`config.mk`:
```
export PLATFORM = sky130hd
export DESIGN_NAME = cbmr_router
export DESIGN_NICKNAME = d
export VERILOG_FILES = /design/src/cbmr_pkg.sv /design/src/cbmr_decode.sv /design/src/cbmr_router.sv
export SDC_FILE = /design/constraint.sdc
export NUM_CORES = 1
export LEC_CHECK = 0
export BUFFER_PORTS_ARGS = -buffer_cell sky130_fd_sc_hd__buf_2
export CAP_MARGIN = 0
export CORE_AREA = 4 4 159 161
export CTS_CLUSTER_DIAMETER = 60
export DETAILED_ROUTE_END_ITERATION = 12
export DIE_AREA = 0 0 163 165
export MAX_ROUTING_LAYER = met4
export SLEW_MARGIN = 15
export SYNTH_ARGS = -nofsm -noshare
export SYNTH_HDL_FRONTEND = slang
export SYNTH_SLANG_ARGS = --single-unit
```
`constraint.sdc`:
```
create_clock -name clk_i -period 4.95 [get_ports clk_i]
set_input_delay 1.485 -clock clk_i [delete_from_list [all_inputs] [get_ports clk_i]]
set_output_delay 1.485 -clock clk_i [all_outputs]
set_load 0.01 [all_outputs]
```
`src/cbmr_pkg.sv`:
```
// Functional notes
// - Little-endian byte lanes on every port
// - One flat 32-bit 4GByte address space
// - Coupled-memory fetches use instruction code port
// - Coupled-memory data uses data code port
// - Other on-chip addresses use system port
// - Decoder picks one port or private bus
// - Bit-band accesses always use system port
// - Different blocks: code and data parallel
// - Same block: code then data, two cycles
// - Single-entry write buffer for system-port writes
// - Private peripheral bus is 32-bit APB
// - Debugger reaches all memory over the data path when core data is idle
package cbmr_pkg;
    // Coupled memory window and its two blocks
    localparam logic [31:0] CBMR_CCM_BASE   = 32'h0000_0000;
    localparam logic [31:0] CBMR_CCM_LIMIT  = 32'h1fff_ffff;
    // Block select bit inside coupled memory
    localparam int          CBMR_BLK_BIT    = 28;
    // Bit-band alias regions
    localparam logic [31:0] CBMR_BB_SRAM_LO = 32'h2200_0000;
    localparam logic [31:0] CBMR_BB_SRAM_HI = 32'h23ff_ffff;
    localparam logic [31:0] CBMR_BB_PERI_LO = 32'h4200_0000;
    localparam logic [31:0] CBMR_BB_PERI_HI = 32'h43ff_ffff;
    // Private peripheral bus window
    localparam logic [31:0] CBMR_PPB_LO     = 32'he000_0000;
    localparam logic [31:0] CBMR_PPB_HI     = 32'he00f_ffff;
    // Port selection codes
    typedef enum logic [1:0] {
        CBMR_PORT_INSTR,
        CBMR_PORT_DATA,
        CBMR_PORT_SYS,
        CBMR_PORT_PPB
    } cbmr_port_type;
endpackage : cbmr_pkg

```
`src/cbmr_decode.sv`:
```
module cbmr_decode (
    input  wire logic [31:0]            addr_i,  // Byte address
    input  wire logic                   fetch_i, // Instruction fetch
    output cbmr_pkg::cbmr_port_type     port_o   // Selected port
);
    // One target per address, flat space
    // single address space
    always_comb
    begin
        if (addr_i >= cbmr_pkg::CBMR_PPB_LO && addr_i <= cbmr_pkg::CBMR_PPB_HI)
            port_o = cbmr_pkg::CBMR_PORT_PPB;
        else if (addr_i <= cbmr_pkg::CBMR_CCM_LIMIT)
            port_o = fetch_i ? cbmr_pkg::CBMR_PORT_INSTR : cbmr_pkg::CBMR_PORT_DATA;
        else
            port_o = cbmr_pkg::CBMR_PORT_SYS;
    end
endmodule : cbmr_decode

```
`src/cbmr_router.sv`:
```
module cbmr_router (
    input  wire logic        clk_i,         // Core clock
    input  wire logic        rst_i,         // Sync reset, high
    // Core fetch request
    input  wire logic        f_req_i,       // Fetch request
    input  wire logic [31:0] f_addr_i,      // Fetch address
    output logic             f_ack_o,       // Fetch accepted
    // Core data request
    input  wire logic        d_req_i,       // Data request
    input  wire logic        d_write_i,     // Write
    input  wire logic [31:0] d_addr_i,      // Data address
    input  wire logic [31:0] d_wdata_i,     // Write data, little-endian
    input  wire logic [3:0]  d_be_i,        // Byte enables
    output logic             d_ack_o,       // Data accepted
    // Debugger request
    input  wire logic        g_req_i,       // Debug request
    input  wire logic        g_write_i,     // Debug write
    input  wire logic [31:0] g_addr_i,      // Debug address
    input  wire logic [31:0] g_wdata_i,     // Debug write data
    output logic             g_ack_o,       // Debug accepted
    // Instruction code port (AHB-Lite)
    output logic [1:0]       ic_htrans_o,   // Transfer type
    output logic [31:0]      ic_haddr_o,    // Address
    input  wire logic        ic_hready_i,   // Ready
    // Data code port (AHB-Lite)
    output logic [1:0]       dc_htrans_o,   // Transfer type
    output logic [31:0]      dc_haddr_o,    // Address
    output logic             dc_hwrite_o,   // Write
    output logic [31:0]      dc_hwdata_o,   // Write data
    input  wire logic        dc_hready_i,   // Ready
    // System port (AHB-Lite)
    output logic [1:0]       sy_htrans_o,   // Transfer type
    output logic [31:0]      sy_haddr_o,    // Address
    output logic             sy_hwrite_o,   // Write
    output logic [31:0]      sy_hwdata_o,   // Write data
    input  wire logic        sy_hready_i,   // Ready
    // Private peripheral bus (APB)
    output logic             pp_psel_o,     // Select
    output logic             pp_penable_o,  // Enable
    output logic             pp_pwrite_o,   // Write
    output logic [31:0]      pp_paddr_o,    // Address
    output logic [31:0]      pp_pwdata_o,   // Write data
    input  wire logic        pp_pready_i    // Ready
);
    localparam logic [1:0] HT_IDLE = 2'h0;
    localparam logic [1:0] HT_NSEQ = 2'h2;

    typedef struct packed {
        logic        serial;   // Same-block data held one cycle
        logic        wb_vld;   // Write buffer full
        logic [31:0] wb_addr;  // Buffered address
        logic [31:0] wb_data;  // Buffered data
        logic        pp_act;   // APB access phase
    } cbmr_state_type;

    cbmr_state_type s_r, s_nxt;
    cbmr_pkg::cbmr_port_type fport, dport;
    logic [31:0] d_addr;
    logic        d_src_dbg;

    // Debugger takes the data path when the core makes no data request
    // debugger shares data path
    assign d_src_dbg = g_req_i && !d_req_i;
    assign d_addr    = d_src_dbg ? g_addr_i : d_addr_i;

    cbmr_decode u_fdec (.addr_i(f_addr_i), .fetch_i(1'b1), .port_o(fport));
    cbmr_decode u_ddec (.addr_i(d_addr), .fetch_i(1'b0), .port_o(dport));

    logic same_blk, conflict, d_go, f_go, d_wr;
    logic [31:0] d_wd;
    logic [31:0] be_mask;   // Byte enables spread over their lanes
    logic        d_sys_rd;  // Data read aimed at the system port
    logic        f_sys_ok;  // System port free for a fetch
    assign d_wr = d_src_dbg ? g_write_i : d_write_i;
    assign be_mask = {{8{d_be_i[3]}}, {8{d_be_i[2]}}, {8{d_be_i[1]}}, {8{d_be_i[0]}}};
    // bytes pass in lane order, no swap
    // Disabled core lanes go out as zero; the debugger always writes whole words
    assign d_wd = d_src_dbg ? g_wdata_i : (d_wdata_i & be_mask);
    assign same_blk = f_addr_i[cbmr_pkg::CBMR_BLK_BIT] == d_addr[cbmr_pkg::CBMR_BLK_BIT];
    assign conflict = f_req_i && (d_req_i || g_req_i) && dport == cbmr_pkg::CBMR_PORT_DATA
                      && fport == cbmr_pkg::CBMR_PORT_INSTR && same_blk;

    // System port sharing between data and fetch
    // data read wins, fetch when free
    // A waiting load stalls the pipe at once, a fetch has prefetch slack
    assign d_sys_rd = (d_req_i || g_req_i) && !d_wr && dport == cbmr_pkg::CBMR_PORT_SYS;
    // Buffered write drains first, so a fetch never overtakes it
    assign f_sys_ok = sy_hready_i && !s_r.wb_vld && !d_sys_rd;

    // Grants: fetch first, data waits one cycle on conflict
    always_comb
    begin
        f_go = f_req_i && ic_hready_i && fport == cbmr_pkg::CBMR_PORT_INSTR;
        if (fport == cbmr_pkg::CBMR_PORT_SYS)
            f_go = f_req_i && f_sys_ok;
        d_go = (d_req_i || g_req_i) && (!conflict || s_r.serial);
        if (dport == cbmr_pkg::CBMR_PORT_DATA)
            d_go = d_go && dc_hready_i;
        else if (dport == cbmr_pkg::CBMR_PORT_SYS)
            d_go = d_go && (d_wr ? !s_r.wb_vld : (sy_hready_i && !s_r.wb_vld));
        else
            d_go = d_go && s_r.pp_act && pp_pready_i;
    end

    // Next state
    always_comb
    begin
        s_nxt = s_r;
        s_nxt.serial = conflict && !s_r.serial;
        if (s_r.wb_vld && sy_hready_i)
            s_nxt.wb_vld = 1'b0;
        if (d_go && dport == cbmr_pkg::CBMR_PORT_SYS && d_wr)
        begin
            s_nxt.wb_vld  = 1'b1;
            s_nxt.wb_addr = d_addr;
            s_nxt.wb_data = d_wd;
        end
        s_nxt.pp_act = (d_req_i || g_req_i) && dport == cbmr_pkg::CBMR_PORT_PPB && !(s_r.pp_act && pp_pready_i);
        if (rst_i)
            s_nxt = '0;
    end

    always_ff @(posedge clk_i)
    begin
        s_r <= s_nxt;
    end

    // Port drive
    // address phase driven by core
    always_comb
    begin
        f_ack_o      = f_go;
        d_ack_o      = d_go && !d_src_dbg;
        g_ack_o      = d_go && d_src_dbg;
        ic_htrans_o  = (f_go && fport == cbmr_pkg::CBMR_PORT_INSTR) ? HT_NSEQ : HT_IDLE;
        ic_haddr_o   = f_addr_i;
        dc_htrans_o  = (d_go && dport == cbmr_pkg::CBMR_PORT_DATA) ? HT_NSEQ : HT_IDLE;
        dc_haddr_o   = d_addr;
        dc_hwrite_o  = d_wr;
        dc_hwdata_o  = d_wd;
        // Buffered write drains before reads, keeping order
        sy_htrans_o  = (s_r.wb_vld || (d_go && d_sys_rd)
                        || (f_go && fport == cbmr_pkg::CBMR_PORT_SYS)) ? HT_NSEQ : HT_IDLE;
        // Buffer, then data read, then fetch
        if (s_r.wb_vld)
            sy_haddr_o = s_r.wb_addr;
        else if (d_sys_rd)
            sy_haddr_o = d_addr;
        else
            sy_haddr_o = f_addr_i;
        sy_hwrite_o  = s_r.wb_vld;
        sy_hwdata_o  = s_r.wb_data;
        pp_psel_o    = (d_req_i || g_req_i) && dport == cbmr_pkg::CBMR_PORT_PPB;
        pp_penable_o = s_r.pp_act;
        pp_pwrite_o  = d_wr;
        pp_paddr_o   = d_addr;
        pp_pwdata_o  = d_wd;
    end
endmodule : cbmr_router

```
==> summary.txt, run 1 <==
Timing
  • Tightest Pin Transition: 0.9191 ns
  • Hold WS: 0.4885 ns
  • Tcrit/Tclk final: 0.9736
  • Final Max Slew Viols: 0
  • Setup-failing EPs final: 0
  • Final Critical Period: 4.819 ns
  • Clock skew: 0.006945 ns
  • Final Hold Violating Endpoints: 0
  • Setup TNS: 0 ns
  • Unrepaired setup endpoints after global routing: no
  • Fmax: 207.5 MHz
  • Worst rel slew slack: 0.3873

Synth
  • Post-synth top area cell: dfxtp_1
  • Ranking of synthesized cells by area: dfxtp_1, buf_4, nand2_1
  • Synth top area share: 0.2417
  • Syn_area_per_cell: 6.910 um2
  • Post-synthesis sequential area ratio: 0.2417
  • Post-synth EDFFs: 0
  • Top FF cell, synth: dfxtp_1
  • Mapped Area: 0.005549 mm2
  • Post-Synthesis Cells: 803
  • Yosys reg bits: 67
  • Top cells by count, synth: nand2_1, buf_4, a21oi_1
  • Cell with the most instances after synthesis: nand2_1
  • Synth warnings: 0
  • Fraction of registers with async set/reset: 0
  • Synth cell types: 46

Route
  • Avg Vias per Cell: 4.778
  • DRC viols: 0
  • Wire length on met2: 13.07 mm
  • Post-DRT Antenna Nets: 0
  • Met3 wire length: 1.925 mm
  • DR pass1 iterations: 5
  • Vias post-DR: 6617
  • Drt wl/cell: 18.49 um
  • Wirelength, routed: 25.61 mm
  • Uppermost layer routed: met4
  • WL met1: 10.28 mm
  • Drt first-iter violations: 360

Clock tree
  • Num CTS Buffers: 9
  • Clock slew at reported path FFs: 0.06 ns
  • Post-CTS sizing: 0
  • TritonCTS clock tree: done
  • Worst skew pair latency: 0.34 ns
  • Htree depth: 3
  • CTS Buffer Depth: 2
  • Sink Count: 67
  • CTS Hold Buffers Added: 0
  • Root Driver: clkbuf_16
  • Post-CTS Setup Bufs: 0

Setup path
  • Crit start category: primary input
  • Crit Path Class: in -> out
  • Data arrival time of the critical path: 3.33 ns
  • CP endpoint kind: output pin
  • Crit path max fanout: 8
  • Critical Path Stages: 8
  • Most used cell, CP: buf_2
  • Slowest Stage Delay on Critical Path: 0.45 ns
  • R2R depth: 4
  • Top delay family on crit path: buffers and inverters
  • Reg2reg setup slack: 2.74 ns
  • Crit path cell chain: buf_2, nand2b_4, buf_4, mux2i_1, xnor2_1, o2111ai_2, a21oi_1, buf_2
  • Slowest CP cell: mux2i_1
  • Worst EP required: 3.46 ns
  • WP buf/inv: 3

Floorplan
  • Die Footprint: 0.02690 mm2
  • Core area: 0.02396 mm2
  • DIE HEIGHT: 165 um
  • Row count: 57
  • Die W: 163 um
  • Starting density of the core: 0.2316
  • Top-Level Pins: 413

Place
  • HPWL after DPL: 19.72 mm
  • Buffers on Ports: 409
  • Gpl congestion: 0.8890

Global routing
  • Grt ovf: 0
  • Largest net degree at the start of global routing: 66
  • First-pass GRT wire length: 36.67 mm
  • GRT Overall Usage: 0.1829
  • Vias in the first global route: 6257
  • Initial antenna violation count: 3

Power
  • Seq pwr share: 0.304
  • Clock share of power: 0.315
  • Peak VDD IR: 0.1181 mV
  • PwrDens: 283.6 mW/mm2
  • Pwr Total: 0.002067 W
  • Leak: 3.648 nW
  • Sw frac: 0.3741
  • NetSw: 0.0007731 W
  • Cell internal pwr: 0.001294 W
  • Comb power frac: 0.381

Cells and area
  • Share of cells above drive strength 1: 0.4588
  • Fill cells: 2680
  • Area grow syn2layout: 31.32%
  • Layout Nets: 1227

Outcome
  • Outcome: completed

Hold path
  • WHS Path Cells: 1
  • Min-Delay Path Class: reg -> reg

Job
  • Max Cap Viol: 0
-- placed cells by master, fill, tap and decap left out, types with 3 or more instances in the layout --
master       n
nand3_1     35
nand2_1    189
dfxtp_1     66
a311oi_1    30
o31ai_1     17
conb_1       3
diode_2      4
a211oi_1     3
clkbuf_16    9
o31ai_2     15
nor4b_1      5
a21oi_1    100
inv_1        3
nor3_1      90
buf_4       24
clkinv_4     3
buf_2      409
nor2_1       9
buf_12       4
-- metrics by stage --
step	util	instance area (um2)	worst slack, ns	instances
global route	0.3040	7284	0.01391	1384
finish	0.3041	7287	0.1307	1385
detailed placement	0.2906	6964	0.05173	1365
CTS	0.3029	7259	0.03878	1381
global placement	0.2906	6964	0.04820	1365
floorplan	-	5557	0.5121	805
-- kinds of logic after synthesis --
| group | count (synthesis) | share of synthesized area |
|---|---|---|
| buffers and inverters | 204 | 0.2415 |
| AOI/OAI and AO/OA | 180 | 0.2257 |
| xor gates and xnor gates | 1 | 0.001579 |
| muxes | 3 | 0.007666 |
| and+or+nand+nor | 347 | 0.2812 |
| other | 1 | 0.0006758 |
| DFF | 67 | 0.2417 |
-- worst paths after layout --
| check | start | end |
|---|---|---|
| min reg2reg | pp_penable_o | pp_penable_o |
| max reg2reg | sy_hwrite_o | sy_hwdata_o[6] |
| min | pp_penable_o | pp_penable_o |
| max | d_req_i | d_ack_o |
-- state kept, by name (all words and copies together), names as in the netlist --
name          count
sy_hwrite_o       1
pp_penable_o      1
sy_hwdata_o      32
s_r              33
-- layer usage --
metal / global-route usage / vias to the layer above
met5: - / -
met4: 0.05147 / 0
met3: 0.03169 / 18
met2: 0.3296 / 342
met1: 0.2091 / 3064
li1: - / 3193
-- power by group through the flow --
stage                     Sequential, W  Clock [W]  Combinational [W]
final                          0.000629   0.000650           0.000787
after global placement         0.000638          0           0.000788
after CTS                      0.000628   0.000689           0.000793
after global routing           0.000636   0.000705           0.000857
after floorplan                0.000626          0           0.000544
after detailed placement       0.000640          0           0.000791
-- cell type report --
| cell class | count | area [um2] | share of cell area |
|---|---|---|---|
| Tap cell | 324 | 405.4 | 0.05563 |
| Clock buffer | 10 | 229.0 | 0.03142 |
| Clock inverter | 6 | 66.31 | 0.009100 |
| Inverter | 3 | 11.26 | 0.001545 |
| Multi-Input combinational cell | 534 | 2915 | 0.4001 |
| Timing Repair Buffer | 437 | 2307 | 0.3166 |
| Antenna cell | 4 | 10.01 | 0.001374 |
| Sequential cell | 67 | 1343 | 0.1842 |
No activity file was read; power rests on OpenSTA's default activity.
==> run 2, diff against run 1 <==
Settings changed: CORE_AREA 4 4 159 161 to 4 4 160 162, DIE_AREA 0 0 163 165 to 0 0 164 166.
Clock period 4.95 ns to 5 ns, I/O delays scaled along.
==> run 2 against run 1 <==
Via count rose by 1.1%. Critical endpoint is now sy_haddr_o[22]. Clock-buffer cell count is 2 higher. Critical path type unchanged. Register-to-register slack improved by 0.06 ns. Sequential power decreased by 2%. Highest routed layer unchanged.
==> summary.txt, run 2 (synthesis gave the netlist of run 1 again) <==
Outcome
  • Outcome: completed

Floorplan
  • DIE HEIGHT: 166 um (+0.61%)
  • Die Footprint: 0.02722 mm2 (+1.2%)
  • Row count: 57 (unchanged)
  • Core area: 0.02411 mm2 (+0.60%)
  • Die W: 164 um (+0.61%)
  • Starting density of the core: 0.2302 (-0.001370)
  • Top-Level Pins: 413 (unchanged)

Global routing
  • Largest net degree at the start of global routing: 66 (unchanged)
  • Global Route met3 Usage: 0.04170 (+0.01000)
  • Vias in the first global route: 6312 (+0.88%)
  • Grt ovf: 0 (unchanged)
  • GRT Overall Usage: 0.1784 (-0.004481)
  • Grt peak-use layer: met2
  • GR Util met1: 0.2019 (-0.007247)
  • Initial antenna violation count: 4 (+1)
  • Met2 Resource Use GR: 0.3146 (-0.01504)
  • First-pass GRT wire length: 36.71 mm (+0.11%)

Power
  • Leak: 3.673 nW (+0.68%)
  • Peak VDD IR: 0.1203 mV (+1.8%)
  • PwrDens: 289.4 mW/mm2 (+2.0%)
  • Sw frac: 0.3606 (-0.01346)
  • Clock share of power: 0.340 (+0.025)
  • Pwr Total: 0.002123 W (+2.7%)
  • Cell internal pwr: 0.001358 W (+5.0%)
  • NetSw: 0.0007657 W (-0.95%)
  • Seq pwr share: 0.289 (-0.015)
  • Comb power frac: 0.370 (-0.011)

Clock tree
  • Num CTS Buffers: 9 (unchanged)
  • Clock slew at reported path FFs: 0.06 ns (about the same)
  • CTS Hold Buffers Added: 0 (unchanged)
  • Root Driver: clkbuf_16
  • Worst skew pair latency: 0.34 ns (about the same)
  • CTS Buffer Depth: 2 (unchanged)
  • Htree depth: 3 (unchanged)
  • Sink Count: 67 (unchanged)
  • TritonCTS clock tree: done

Setup path
  • Data arrival time of the critical path: 3.38 ns (+0.05 ns)
  • Crit start category: primary input
  • Slowest CP cell: and2_1
  • CP endpoint kind: output pin
  • Crit Path Class: in -> out
  • Crit path cell chain: buf_2, nor4b_2, buf_4, nand4_1, and2_1, buf_12, a21oi_1, o31ai_2, buf_2
  • R2R Path Start: sy_hwrite_o
  • Reg2reg setup slack: 2.80 ns (+0.06 ns)
  • R2R depth: 4 (unchanged)
  • Worst EP required: 3.50 ns (+0.04 ns)
  • Slowest Stage Delay on Critical Path: 0.41 ns (-0.04 ns)
  • Crit path max fanout: 26 (+18)
  • Most used cell, CP: buf_2
  • Reg-to-Reg End: sy_hwdata_o[28]

Place
  • Buffers on Ports: 409 (unchanged)
  • Gpl congestion: 0.9056 (+1.9%)
  • Setup WS pre-CTS: 0.09194 ns (+0.04021 ns)
  • HPWL after DPL: 19.99 mm (+1.4%)

Job
  • Max Cap Viol: 0 (unchanged)

Cells and area
  • Layout Nets: 1228 (+0.081%)
  • Leading cell type in the layout, fill and taps excluded: buf_2
  • Commonest cells after routing, fill and taps aside: buf_2, nand2_1, a21oi_1
  • Share of cells above drive strength 1: 0.4584 (about the same)
  • Area grow syn2layout: 32.24%
  • Max FFs per register: 33 (unchanged)
  • Top reg by flops: s_r

Timing
  • Setup-failing EPs final: 0 (unchanged)
  • Tcrit/Tclk final: 0.9752
  • Final WS setup: 0.1239 ns (-0.006877 ns)
  • Clock skew: 0.007698 ns (+0.0007528 ns)
  • Final Hold Violating Endpoints: 0 (unchanged)
  • Final Max Slew Viols: 0 (unchanged)
  • Tightest Pin Transition: 0.9053 ns (-0.01378 ns)
  • Worst rel slew slack: 0.3950 (+0.007755)
  • Fmax: 205.1 MHz
  • Final Critical Period: 4.876 ns
  • Unrepaired setup endpoints after global routing: no
  • Setup TNS: 0 ns (unchanged)

Route
  • Vias post-DR: 6693 (+1.1%)
  • Drt first-iter violations: 464 (+29%)
  • DR pass1 iterations: 5 (unchanged)
  • DRC viols: 0 (unchanged)
  • Avg Vias per Cell: 4.829 (+1.1%)
  • Wirelength, routed: 25.31 mm (-1.2%)
  • Post-DRT Antenna Nets: 0 (unchanged)
  • Drt wl/cell: 18.26 um (-1.2%)

Hold path
  • Min-Delay Endpoint: pp_penable_o
  • Min-Delay Path Class: reg -> reg
  • Hold wc startpoint: pp_penable_o
  • WHS Path Cells: 1 (unchanged)
run 2: what timing repair did:
item                                    CTS  global route
endpoints found under the setup margin    0            16
resized for setup                         0             2
buffers inserted                          0             0
run 2: critical path, delay by kind of cell:
family / cells / cell delay, ns
AO/OA/AOI/OAI: 2 / 0.43
AND/OR/NAND/NOR: 3 / 0.71
buffers and inverters: 4 / 0.72
run 2: worst max-delay path by stage:
stage	from	end	slack [ns]	depth (start not counted)
final	g_addr_i[31]	sy_haddr_o[22]	0.12	9
after global placement	g_addr_i[22]	sy_haddr_o[22]	0.12	9
after global routing	g_addr_i[31]	sy_haddr_o[29]	0.05	9
after CTS	g_addr_i[22]	sy_haddr_o[22]	0.08	9
after floorplan	g_addr_i[30]	sy_haddr_o[11]	0.53	6
after detailed placement	g_addr_i[22]	sy_haddr_o[22]	0.09	9
run 2: final cells by class:
type | count | area (um2)
antenna | 4 | 10.01
clock buffer | 12 | 256.5
clock inverter | 4 | 72.57
fill | 2695 | 16770
inverter | 3 | 11.26
multi-input combinational | 534 | 2909
sequential | 67 | 1343
tap | 324 | 405.4
timing repair buffer | 438 | 2331
run 2: power by group through the flow:
stage / sequential (W) / combinational [W] / clock [W]
floorplan: 0.000619 / 0.000539 / 0
global placement: 0.000624 / 0.000790 / 0
finish: 0.000614 / 0.000787 / 0.000723
detailed placement: 0.000625 / 0.000792 / 0
global route: 0.000620 / 0.000859 / 0.000764
CTS: 0.000614 / 0.000794 / 0.000752
run 2: metal layers:
layer,vias up,share of wire
met5,-,0
met4,0,0.018
met3,33,0.093
met2,379,0.50
met1,3086,0.39
li1,3195,-
run 2: metrics by stage:
stage                     instances  area [um2]  hold WS (ns)  utilization
final                          1386        7338        0.4915       0.3044
after CTS                      1382        7318        0.4931       0.3036
after detailed placement       1366        6989        0.4800       0.2899
after global routing           1386        7338        0.5134       0.3044
after global placement         1366        6989        0.4711       0.2899
after floorplan                 805        5557        0.4916            -
